## src/occ_consts.svh

```systemverilog
// Purpose: Offsets, field positions, reset values and codes of the
//          channel 6 output control block.
// Assumes: Registers are 8 bits wide on an 8-bit address.
// Notes:   Definitions only.
`ifndef OCC_CONSTS_SVH
`define OCC_CONSTS_SVH

// ============================================================
// Register offsets
`define OCC_OFF_CTL 8'h29
`define OCC_OFF_DIV 8'h2A
`define OCC_OFF_STAT 8'h2F

// ============================================================
// Field positions in the control register
`define OCC_SRC_MSB 7
`define OCC_SRC_LSB 6
`define OCC_FMT_MSB 5
`define OCC_FMT_LSB 4
`define OCC_M1_MSB 3
`define OCC_M1_LSB 2
`define OCC_M2_MSB 1
`define OCC_M2_LSB 0

// ============================================================
// Reset values
`define OCC_RST_SRC 2'h0
`define OCC_RST_FMT 2'h1
`define OCC_RST_M1 2'h2
`define OCC_RST_M2 2'h0
`define OCC_RST_DIV 8'h05

// ============================================================
// Tail current in mA and HCSL load in ohms
`define OCC_TAIL_4MA 5'h04
`define OCC_TAIL_6MA 5'h06
`define OCC_TAIL_8MA 5'h08
`define OCC_TAIL_16MA 5'h10
`define OCC_LOAD_50 8'h32
`define OCC_LOAD_100 8'h64
`define OCC_LOAD_200 8'hC8

// Synchroniser depth for the source clock pins
`define OCC_SYNC_DEPTH 3

`endif

```

## src/occ_pkg.sv

```systemverilog
// Purpose: Types of the channel 6 output control block.
// Assumes: Constants live in occ_consts.svh.
// Notes:   Enum codes follow the register field encodings.
package occ_pkg;

	typedef enum logic [1:0] {
		OCC_SRC_SYN1 = 2'h0,
		OCC_SRC_SYN2 = 2'h1,
		OCC_SRC_PREF = 2'h2,
		OCC_SRC_SREF = 2'h3
	} occ_src_e;

	typedef enum logic [1:0] {
		OCC_FMT_OFF = 2'h0,
		OCC_FMT_ACDIFF = 2'h1,
		OCC_FMT_HCSL = 2'h2,
		OCC_FMT_CMOS = 2'h3
	} occ_fmt_e;

	// Leg behaviour in single-ended mode
	typedef enum logic [1:0] {
		OCC_LEG_TRI = 2'h0,
		OCC_LEG_LOW = 2'h1,
		OCC_LEG_INV = 2'h2,
		OCC_LEG_TRUE = 2'h3
	} occ_leg_e;

	typedef struct packed {
		occ_src_e channel_source_select;
		occ_fmt_e fmt;
		logic [1:0] driver_mode_first;
		logic [1:0] driver_mode_second;
	} occ_ctl_s;

	// One output leg: level and enable
	typedef struct packed {
		logic lvl;
		logic oe;
	} occ_leg_s;

endpackage : occ_pkg

```

## src/occ_channel6.sv

```systemverilog
// Purpose: Channel 6 clock output control: source mux, output divider,
//          driver format and leg decode, register file.
// Assumes: Source clocks are far slower than core_clk_i; they are
//          sampled, so the output is a rebuilt clock at core resolution.
// Notes:   ce_i low freezes every flop.
//
// Chosen here: strobed register access.
`timescale 1ns/10ps
`include "occ_consts.svh"

// Summary of operation
// - Source field picks synth1, synth2, primary, secondary
// - Format field: off, AC diff, HCSL, CMOS
// - CMOS positive leg: tristate, low, inverted, true
// - Diff tail current 4/6/8, code3 16 or 8
// - Mode2: HCSL load, or CMOS negative leg
// - Divider ratio equals code plus one
// - Divider only on synthesizer sources
module occ_channel6 (
	// Clock, reset, enable
	input wire logic core_clk_i,
	input wire logic rstn_i,
	input wire logic ce_i,
	// Source clocks from outside the core domain
	input wire logic [3:0] src_clk_i,
	// Nonvolatile start-up image
	input wire logic nvm_load_i,
	input wire logic [7:0] nvm_ctl_i,
	input wire logic [7:0] nvm_div_i,
	// Register port
	input wire logic [7:0] addr_i,
	input wire logic [7:0] wdata_i,
	input wire logic wr_i,
	input wire logic rd_i,
	output logic [7:0] rdata_o,
	// Output pins
	output logic out_p_o,
	output logic out_p_oe_o,
	output logic out_n_o,
	output logic out_n_oe_o,
	// Analog driver settings
	output logic [4:0] tail_ma_o,
	output logic [7:0] load_ohm_o
);

	occ_pkg::occ_ctl_s ctl_r;
	logic [7:0] div_r;
	logic nvm_done_r;
	logic [2:0] sync_r [4];
	logic lvl_r;
	logic [7:0] cnt_r;
	logic [7:0] cnt_nxt;
	logic clk_r;
	logic sel_agree;
	logic sel_s3;
	logic rise;
	logic bypass;
	logic [8:0] half;
	occ_pkg::occ_leg_s leg_p;
	occ_pkg::occ_leg_s leg_n;

	// ============================================================
	// Register file
	// Software wins over the start-up image in the same cycle.
	always_ff @(posedge core_clk_i) begin
		if (!rstn_i) begin
			ctl_r <= occ_pkg::occ_ctl_s'({`OCC_RST_SRC, `OCC_RST_FMT,
				`OCC_RST_M1, `OCC_RST_M2});
		end else if (ce_i) begin
			if (wr_i && addr_i == `OCC_OFF_CTL) begin
				ctl_r <= occ_pkg::occ_ctl_s'(wdata_i);
			end else if (nvm_load_i && !nvm_done_r) begin
				ctl_r <= occ_pkg::occ_ctl_s'(nvm_ctl_i);
			end
		end
	end

	always_ff @(posedge core_clk_i) begin
		if (!rstn_i) begin
			div_r <= `OCC_RST_DIV;
		end else if (ce_i) begin
			if (wr_i && addr_i == `OCC_OFF_DIV) begin
				div_r <= wdata_i;
			end else if (nvm_load_i && !nvm_done_r) begin
				div_r <= nvm_div_i;
			end
		end
	end

	// Only the first image after reset is taken
	always_ff @(posedge core_clk_i) begin
		if (!rstn_i) begin
			nvm_done_r <= 1'b0;
		end else if (ce_i && nvm_load_i) begin
			nvm_done_r <= 1'b1;
		end
	end

	always_ff @(posedge core_clk_i) begin
		if (!rstn_i) begin
			rdata_o <= 8'h00;
		end else if (ce_i) begin
			if (!rd_i) begin
				rdata_o <= 8'h00;
			end else if (addr_i == `OCC_OFF_CTL) begin
				rdata_o <= ctl_r;
			end else if (addr_i == `OCC_OFF_DIV) begin
				rdata_o <= div_r;
			end else if (addr_i == `OCC_OFF_STAT) begin
				rdata_o <= {5'h00, clk_r, !bypass, nvm_done_r};
			end else begin
				rdata_o <= 8'h00;
			end
		end
	end

	// ============================================================
	// Source synchronisers, all four kept running so a mux change
	// needs no resettling of the chosen source.
	for (genvar g = 0; g < 4; g++) begin : g_sync
		always_ff @(posedge core_clk_i) begin
			if (!rstn_i) begin
				sync_r[g] <= 3'h0;
			end else if (ce_i) begin
				sync_r[g] <= {sync_r[g][1:0], src_clk_i[g]};
			end
		end
	end

	// ============================================================
	// Source select and divider
	always_comb begin
		sel_agree = sync_r[ctl_r.channel_source_select][1] ==
			sync_r[ctl_r.channel_source_select][2];
		sel_s3 = sync_r[ctl_r.channel_source_select][2];
	end

	assign rise = sel_agree && sel_s3 && !lvl_r;
	assign bypass = ctl_r.channel_source_select == occ_pkg::OCC_SRC_PREF ||
		ctl_r.channel_source_select == occ_pkg::OCC_SRC_SREF;
	assign half = (9'({1'b0, div_r}) + 9'h002) >> 1;
	// A count left above a newly shrunk code wraps at once
	assign cnt_nxt = (cnt_r >= div_r) ? 8'h00 : cnt_r + 8'h01;

	always_ff @(posedge core_clk_i) begin
		if (!rstn_i) begin
			lvl_r <= 1'b0;
		end else if (ce_i && sel_agree) begin
			lvl_r <= sel_s3;
		end
	end

	// Count source rising edges; wraps after code plus one of them
	always_ff @(posedge core_clk_i) begin
		if (!rstn_i) begin
			cnt_r <= 8'h00;
		end else if (ce_i && rise) begin
			cnt_r <= bypass ? 8'h00 : cnt_nxt;
		end
	end

	// Rebuilt channel clock; odd ratios run high one edge longer
	always_ff @(posedge core_clk_i) begin
		if (!rstn_i) begin
			clk_r <= 1'b0;
		end else if (ce_i) begin
			if (bypass || div_r == 8'h00) begin
				clk_r <= sel_agree ? sel_s3 : lvl_r;
			end else if (rise) begin
				clk_r <= {1'b0, cnt_nxt} < half;
			end else if (sel_agree && !sel_s3) begin
				clk_r <= clk_r;
			end
		end
	end

	// ============================================================
	// Driver decode
	function automatic occ_pkg::occ_leg_s leg_dec(input logic [1:0] m,
		input logic c);
		leg_dec.oe = m != occ_pkg::OCC_LEG_TRI;
		leg_dec.lvl = (m == occ_pkg::OCC_LEG_INV) ? !c :
			(m == occ_pkg::OCC_LEG_TRUE) ? c : 1'b0;
	endfunction : leg_dec

	always_comb begin
		leg_p = '0;
		leg_n = '0;
		tail_ma_o = 5'h00;
		load_ohm_o = 8'h00;
		case (ctl_r.fmt)
		occ_pkg::OCC_FMT_ACDIFF, occ_pkg::OCC_FMT_HCSL: begin
			leg_p = '{lvl: clk_r, oe: 1'b1};
			leg_n = '{lvl: !clk_r, oe: 1'b1};
			case (ctl_r.driver_mode_first)
			2'h0: tail_ma_o = `OCC_TAIL_4MA;
			2'h1: tail_ma_o = `OCC_TAIL_6MA;
			2'h2: tail_ma_o = `OCC_TAIL_8MA;
			default: tail_ma_o = (ctl_r.fmt == occ_pkg::OCC_FMT_HCSL) ?
				`OCC_TAIL_16MA : `OCC_TAIL_8MA;
			endcase
			if (ctl_r.fmt == occ_pkg::OCC_FMT_HCSL) begin
				case (ctl_r.driver_mode_second)
				2'h0: begin
					leg_p.oe = 1'b0;
					leg_n.oe = 1'b0;
				end
				2'h1: load_ohm_o = `OCC_LOAD_50;
				2'h2: load_ohm_o = `OCC_LOAD_100;
				default: load_ohm_o = `OCC_LOAD_200;
				endcase
			end
		end
		occ_pkg::OCC_FMT_CMOS: begin
			leg_p = leg_dec(ctl_r.driver_mode_first, clk_r);
			leg_n = leg_dec(ctl_r.driver_mode_second, clk_r);
		end
		default: begin
			leg_p = '0;
		end
		endcase
	end

	assign out_p_o = leg_p.lvl;
	assign out_p_oe_o = leg_p.oe;
	assign out_n_o = leg_n.lvl;
	assign out_n_oe_o = leg_n.oe;
endmodule : occ_channel6

```

## config.mk

```make
export PLATFORM = sky130hd
export DESIGN_NAME = occ_channel6
export DESIGN_NICKNAME = d
export VERILOG_FILES = /design/src/occ_pkg.sv /design/src/occ_channel6.sv
export VERILOG_INCLUDE_DIRS = /design/src /design/src/src
export SDC_FILE = /design/constraint.sdc
export NUM_CORES = 1
export LEC_CHECK = 0
export BUFFER_PORTS_ARGS = -buffer_cell sky130_fd_sc_hd__buf_2
export CELL_PAD_IN_SITES_DETAIL_PLACEMENT = 1
export CELL_PAD_IN_SITES_GLOBAL_PLACEMENT = 2
export CORE_UTILIZATION = 30
export DETAILED_ROUTE_END_ITERATION = 12
export GPL_TIMING_DRIVEN = 0
export PLACE_DENSITY_LB_ADDON = 0.1
export SKIP_LAST_GASP = 1
export SLEW_MARGIN = 40
export SYNTH_ARGS = -nofsm -noshare
export SYNTH_HDL_FRONTEND = slang
export SYNTH_SLANG_ARGS = --single-unit
```

## constraint.sdc

```tcl
create_clock -name core_clk_i -period 2.45 [get_ports core_clk_i]
set_input_delay 0.245 -clock core_clk_i [delete_from_list [all_inputs] [get_ports core_clk_i]]
set_output_delay 0.245 -clock core_clk_i [all_outputs]
set_load 0.01 [all_outputs]
```

==> results.py, run 1 <==
metrics = {
    "cts": {
        "hold_buffers": 0,
        "h-tree-depth": 2,
        "clkSinkCount": 49,
        "cts_tree": "built",
        "cts_buffer_depth": 2,
        "cts_made_buffers": 5,
        "clk_pin_slew_ns": 0.10,
        "clockRootBuffer": "clkbuf_8",
        "clk_latency_ns": 0.31,
    },
    "power": {
        "powerDensity_nw_per_um2": 448.5,
        "ir_drop_mv": 0.2615,
        "cellLeakagePower_nw": 1.770,
        "p_total_mw": 1.821,
    },
    "grt": {
        "grt_max_degree": 17,
        "grt_pass1_vias": 2995,
        "grt_overflow": 0,
        "grt_first_pass_wirelength_um": 16360,
        "track_usage": 0.1930,
        "antenna_found_initial": 0,
    },
    "logic_synthesis": {
        "synthCells": 345,
        "synth_xor_area_frac": 0.03311,
        "ys_seq_area_frac": 0.3469,
        "avgSynthCellArea_sq_um": 9.201,
        "synthAdderAreaFrac": 0.1064,
        "synth-simple-area-share": 0.2034,
        "synth_top_family_by_area": "simple AND/OR/NAND/NOR gates",
        "synth_edf_count": 12,
        "post_synth_mux_area_share": 0.04966,
        "synth_compound_area_frac": 0.1927,
        "netlist_area_sq_um": 3174,
        "dominantRegCellSynth": "dfxtp_1",
        "yosys_warnings": 0,
        "ys_async_sr_fraction": 0,
        "ys_ff_latch": 49,
        "synth_cell_types": 60,
    },
    "route": {
        "dr_total_vias": 2904,
        "first_pass_iters": 4,
        "via_per_inst": 5.140,
        "ant_nets": 0,
        "wl_um": 10250,
        "routedWlPerCell_um": 18.15,
        "drc_errors": 0,
        "drt_iter0_markers": 116,
    },
    "layout": {
        "fin_area_sq_um": 4060,
        "fin_nets": 497,
        "final_common_cell": "buf_2",
        "n_antenna_cell": 0,
        "drive_above_1_share": 0.3310,
        "final_cell_mix": "buf_2 (67), dfxtp_1 (28), a21oi_1 (23), nor2_1 (21), nand2_1 (20)",
        "synthToLayoutAreaGrowth_pct": 27.91,
    },
    "hold_path": {
        "hp-class": "in2reg",
        "min_from": "nvm_load_i",
        "hold_depth": 3,
        "min_delay_worst_endpoint": "nvm_done_r",
    },
    "critical_path": {
        "worst-setup-path-type": "reg2reg",
        "rr_startpoint": "cnt_r[0]",
        "rr_worst_depth": 13,
        "critPathArrivalTime_ns": 2.79,
        "crit_fanout": 6,
        "regToRegSetupSlack_ns": -0.15,
        "cp_data_required_time_ns": 2.64,
        "critPathLaunchType": "register",
        "rr_endpoint": "clk_r",
        "cp-end-kind": "register",
    },
    "timing": {
        "timing.fmax_mhz": 384.3,
        "slew_violations": 0,
        "period_share": 1.062,
        "hold_viol": 0,
        "period_minus_slack_ns": 2.602,
        "setup_viol": 1,
        "slew-limit-headroom": 0.4418,
        "fin_skew_ns": 0.007570,
        "timing.final.ws_setup_ns": -0.1519,
        "rsz0062_at_grt": "true",
        "worst_slew_pin_slew_ns": 0.8342,
    },
    "outcome": {
        "status": "finished, violations left",
        "violations": "setup timing",
    },
    "placement": {
        "gp_routability_congestion": 0.7422,
        "hpwlAfterDp_um": 7749,
        "portBuffers": 63,
        "place_area_sq_um": 3709,
    },
    "floorplanning": {
        "die_w_um": 104.9,
        "rows": 37,
        "die-area_sq_um": 11000,
        "dieHeight_um": 104.9,
        "start_util": 0.3089,
        "boundaryPins": 67,
        "core_sq_um": 10280,
    },
    "flow_run": {
        "maxCapViolations": 0,
    },
}
[cell type report]
cell class / count / area, sq um
sequential: 49 / 1132
multi-input combinational: 254 / 2039
timing repair buffer: 75 / 412.9
clock buffer: 5 / 68.82
clock inverter: 3 / 21.27
tap: 136 / 170.2
fill: 1246 / 6217
buffer: 22 / 132.6
inverter: 21 / 82.58
[worst max-delay path, stage by stage, from the launching register on]
cell	delay, ns
dfxtp_4	0.36
inv_2	0.04
ha_4	0.22
nand2b_4	0.14
a2111oi_4	0.40
o31ai_4	0.12
buf_6	0.15
buf_6	0.11
nor2_2	0.09
ha_1	0.22
o21ai_2	0.10
buf_4	0.15
a2111oi_4	0.27
o22ai_1	0.10
[metrics by stage]
stage | std cells | utilization | setup WS (ns) | setup TNS [ns] | hold WS (ns)
after CTS | 560 | 0.3809 | -0.1862 | -0.1862 | 0.1894
after global placement | 545 | 0.3608 | -0.5546 | -1.579 | 0.4337
final | 565 | 0.3951 | -0.1519 | -0.1519 | 0.1889
after global routing | 565 | 0.3951 | -0.2690 | -0.2690 | 0.2348
after detailed placement | 545 | 0.3608 | -0.4932 | -2.071 | 0.4406
after floorplan | 346 | - | 0.002748 | 0 | 0.3877
[synthesized netlist by cell type (5+ instances only)]
library cell,count,share of area
a22o_1,10,0.028
inv_1,20,0.024
ha_1,27,0.11
dfxtp_1,37,0.23
a21oi_1,26,0.041
o21ai_0,7,0.011
and3_1,19,0.037
nor2b_1,5,0.0099
nor2_1,28,0.033
edfxtp_1,12,0.11
nand2_1,20,0.024
nand3_1,10,0.016
xnor2_1,8,0.022
nor3_1,6,0.0095
a221oi_1,6,0.017
clkbuf_1,10,0.012
a211oi_1,7,0.017
mux2i_1,9,0.028
o22ai_1,7,0.014
[cells by family after synthesis]
group,after synthesis
other,1
DFF,49
muxes,13
AOI/OAI and AO/OA,84
buffers and inverters,43
and+or+nand+nor,116
adders and majority gates,27
xor gates and xnor gates,12
[power breakdown]
part           switching, mW  internal (mW)
Sequential            0.0367          0.866
Combinational          0.225          0.179
Clock                  0.311          0.204
[worst max path at each step]
stage                     startpoint  endpoint  slack [ns]  cells after the start
final                       cnt_r[0]     clk_r       -0.15                     13
after global placement      div_r[4]     clk_r       -0.55                     11
after CTS                   cnt_r[0]     clk_r       -0.19                     14
after detailed placement    div_r[4]     clk_r       -0.49                     11
after global routing        div_r[4]     clk_r       -0.27                     13
after floorplan             div_r[6]     clk_r       0.003                     11
[per-layer routing]
metal,global-route usage,share of wire,vias to the layer above
li1,-,-,1439
met4,0.03924,0.0075,0
met1,0.2702,0.49,1404
met3,0.02183,0.025,6
met2,0.3193,0.47,55
met5,0,0,-
[registers in the layout, indices dropped and copies added, names as in the netlist, named ones only]
register    cells
ctl_r           8
div_r           8
nvm_done_r      1
cnt_r           8
lvl_r           1
clk_r           1
sync_r         12
rdata_o         8
[timing repair]
| action | CTS | global route |
|---|---|---|
| pin swaps | 11 | 12 |
| buffers inserted | 7 | 5 |
| gates resized for setup | 25 | 20 |
| endpoints found under the setup margin | 1 | 1 |
Note: power is estimated with default switching activity, not from simulation.
==> run 2, diff against run 1 <==
Settings changed: ABC_AREA set to 1, CORE_UTILIZATION 30 to 28, SKIP_CTS_REPAIR_TIMING set to 1.
Clock period 2.45 ns to 2.3 ns, I/O delays scaled along.
==> results.py, run 2 <==
metrics = {
    "hold_path": {
        "hp-class": "in2reg",
    },
    "timing": {
        "hold_viol": 0,
        "setup_viol": 1,
        "timing.final.ws_setup_ns": -0.003118,
        "timing.fmax_mhz": 434.2,
        "rsz0062_at_grt": "true",
        "slew_violations": 0,
        "period_share": 1.001,
        "worst_slew_pin_slew_ns": 0.5508,
        "fin_skew_ns": 0.007730,
        "slew-limit-headroom": 0.6328,
        "hold_ws_ns": 0.1919,
        "period_minus_slack_ns": 2.303,
    },
    "grt": {
        "grt_max_degree": 19,
        "grt_first_pass_wirelength_um": 15000,
        "grt_pass1_vias": 2968,
        "antenna_found_initial": 0,
        "track_usage": 0.1670,
        "grt_overflow": 0,
    },
    "layout": {
        "fin_nets": 555,
        "largest_register": "sync_r",
        "synthToLayoutAreaGrowth_pct": 27.00,
        "utilization": 0.3692,
        "seqCellArea_sq_um": 1121,
        "fillers": 1362,
        "fin_area_sq_um": 4038,
        "drive_above_1_share": 0.2977,
        "layoutNonFillerInstCount": 627,
        "largest_register_ffs": 12,
        "final_cell_mix": "nand2_1 (84), buf_2 (63), inv_1 (53), nor2_1 (33), dfxtp_1 (29)",
        "multi_input_area_sq_um": 1893,
        "final_common_cell": "nand2_1",
        "n_antenna_cell": 0,
    },
    "flow_run": {
        "maxCapViolations": 0,
    },
    "placement": {
        "dpl.cell_count": 616,
        "portBuffers": 62,
        "gp_routability_congestion": 0.7827,
        "hpwlAfterDp_um": 7485,
        "post-place-ws_ns": -0.3881,
        "place_area_sq_um": 3669,
    },
    "floorplanning": {
        "rows": 38,
        "core_sq_um": 10940,
        "die_w_um": 108.6,
        "die-area_sq_um": 11790,
        "boundaryPins": 67,
        "start_util": 0.2907,
        "dieHeight_um": 108.6,
    },
    "logic_synthesis": {
        "synthCells": 413,
        "synth.most_common_cell": "nand2_1",
        "ys_async_sr_fraction": 0,
        "avgSynthCellArea_sq_um": 7.698,
        "netlist_area_sq_um": 3179,
        "ys_ff_latch": 49,
        "ys_top_cells_by_area": "dfxtp_1 (23%), edfxtp_1 (11%), nand2_1 (11%)",
        "synth_edf_count": 12,
        "synth_area_leader_cell": "dfxtp_1",
        "yosys_warnings": 0,
        "ys_seq_area_frac": 0.3463,
        "synth_top_area_share": 0.2330,
        "synth_cell_types": 42,
        "dominantRegCellSynth": "dfxtp_1",
        "synth_commonest_cells": "nand2_1 (91), inv_1 (60), dfxtp_1 (37)",
    },
    "power": {
        "switching_power_mw": 0.6517,
        "powerDensity_nw_per_um2": 530.5,
        "cellLeakagePower_nw": 1.866,
        "p_int_mw": 1.490,
        "seqPwrFrac": 0.452,
        "p_comb_frac": 0.174,
        "p_sw_frac": 0.3043,
        "ir_drop_mv": 0.2855,
        "pwr-share-clk": 0.374,
    },
    "route": {
        "wl_um": 9340,
        "dr_total_vias": 2947,
        "first_pass_iters": 4,
        "routedWlPerCell_um": 14.90,
        "drt_iter0_markers": 84,
        "drc_errors": 0,
        "ant_nets": 0,
        "via_per_inst": 4.700,
    },
    "cts": {
        "clk_latency_ns": 0.30,
        "clkSinkCount": 49,
        "h-tree-depth": 2,
        "clockRootBuffer": "clkbuf_16",
        "cts_tree": "built",
        "cts_made_buffers": 5,
        "clk_pin_slew_ns": 0.07,
        "cts_buffer_depth": 2,
    },
    "outcome": {
        "status": "finished, violations left",
        "violations": "setup timing",
    },
    "critical_path": {
        "critPathArrivalTime_ns": 2.54,
        "critPathLaunchType": "register",
        "worst-setup-path-type": "reg2reg",
        "regToRegSetupSlack_ns": -0.003,
        "cp_data_required_time_ns": 2.53,
        "cp-end-kind": "register",
        "crit_fanout": 7,
    },
}
run 2: cell types whose count changed in the layout (fill, tap and decap cells not counted), sizes merged, moves of 7 or more:
cell / previous run / this run
inv: 20 / 64
a31oi: 0 / 12
a22o: 10 / 0
mux2i: 9 / 0
nor2: 28 / 39
o211ai: 2 / 10
and3: 19 / 1
o21ai: 7 / 27
xnor2: 8 / 1
buf: 87 / 72
nand2: 20 / 93
run 2: cells by family (layout without fill, tap and decap cells):
group	count (synthesis)	count (layout)	share of synthesized area
flops	49	49	0.3463
simple gates	160	160	0.2227
other cells	1	2	0.001180
buf+inv	77	150	0.1126
fa+ha+maj	27	27	0.1063
compound gates	92	92	0.1917
xor+xnor	7	7	0.01928
run 2: critical path: stages (launching register included):
cell     delay, ns
dfxtp_4       0.37
inv_2         0.06
ha_1          0.30
nand2_1       0.10
a21oi_1       0.08
nor2_4        0.16
nand3_4       0.18
nor3_4        0.28
ha_4          0.24
a21oi_2       0.11
o21ai_1       0.07
nor2_1        0.08
nand2_1       0.08
a21oi_2       0.13
run 2: worst paths after layout:
path / from / end / cells past startpoint
hold / removal: nvm_div_i[5] / div_r[5] / 3
setup reg to reg: div_r[7] / clk_r / 13
hold reg to reg: rdata_o[2] / rdata_o[2] / 2
setup / recovery: div_r[7] / clk_r / 13
run 2: final cells by class:
| type | instances | share of cell area |
|---|---|---|
| plain buffers | 12 | 0.02572 |
| clock buffers | 5 | 0.03099 |
| clock inverters | 3 | 0.007127 |
| inverters | 65 | 0.06384 |
| multi-input cells | 288 | 0.4689 |
| flip-flops and latches | 49 | 0.2777 |
| well taps | 140 | 0.04338 |
| repair buffers | 65 | 0.08243 |
run 2: layer usage:
| layer | track usage | share of wire | routed length, um | vias to the layer above |
|---|---|---|---|---|
| li1 | - | - | - | 1518 |
| met1 | 0.2247 | 0.50 | 4663 | 1377 |
| met2 | 0.2798 | 0.47 | 4366 | 46 |
| met4 | 0.03764 | 0.0077 | 72 | 0 |
| met5 | 0 | 0 | 0 | - |
| met3 | 0.02532 | 0.025 | 238 | 6 |
run 2: per-stage QoR:
| stage | total power, mW | setup TNS (ns) |
|---|---|---|
| floorplan | 1.199 | 0 |
| global placement | 1.330 | -0.3860 |
| detailed placement | 1.340 | -0.3881 |
| CTS | 2.146 | -0.4233 |
| global route | 2.247 | -0.1651 |
| finish | 2.142 | -0.003118 |
run 2: power by group through the flow:
stage	clock [mW]	sequential, mW	combinational [mW]
2_1_floorplan	0	0.969	0.230
5_1_grt	0.851	0.975	0.421
3_3_place_gp	0	0.985	0.344
3_5_place_dp	0	0.987	0.353
4_1_cts	0.825	0.967	0.354
6_report	0.802	0.968	0.372
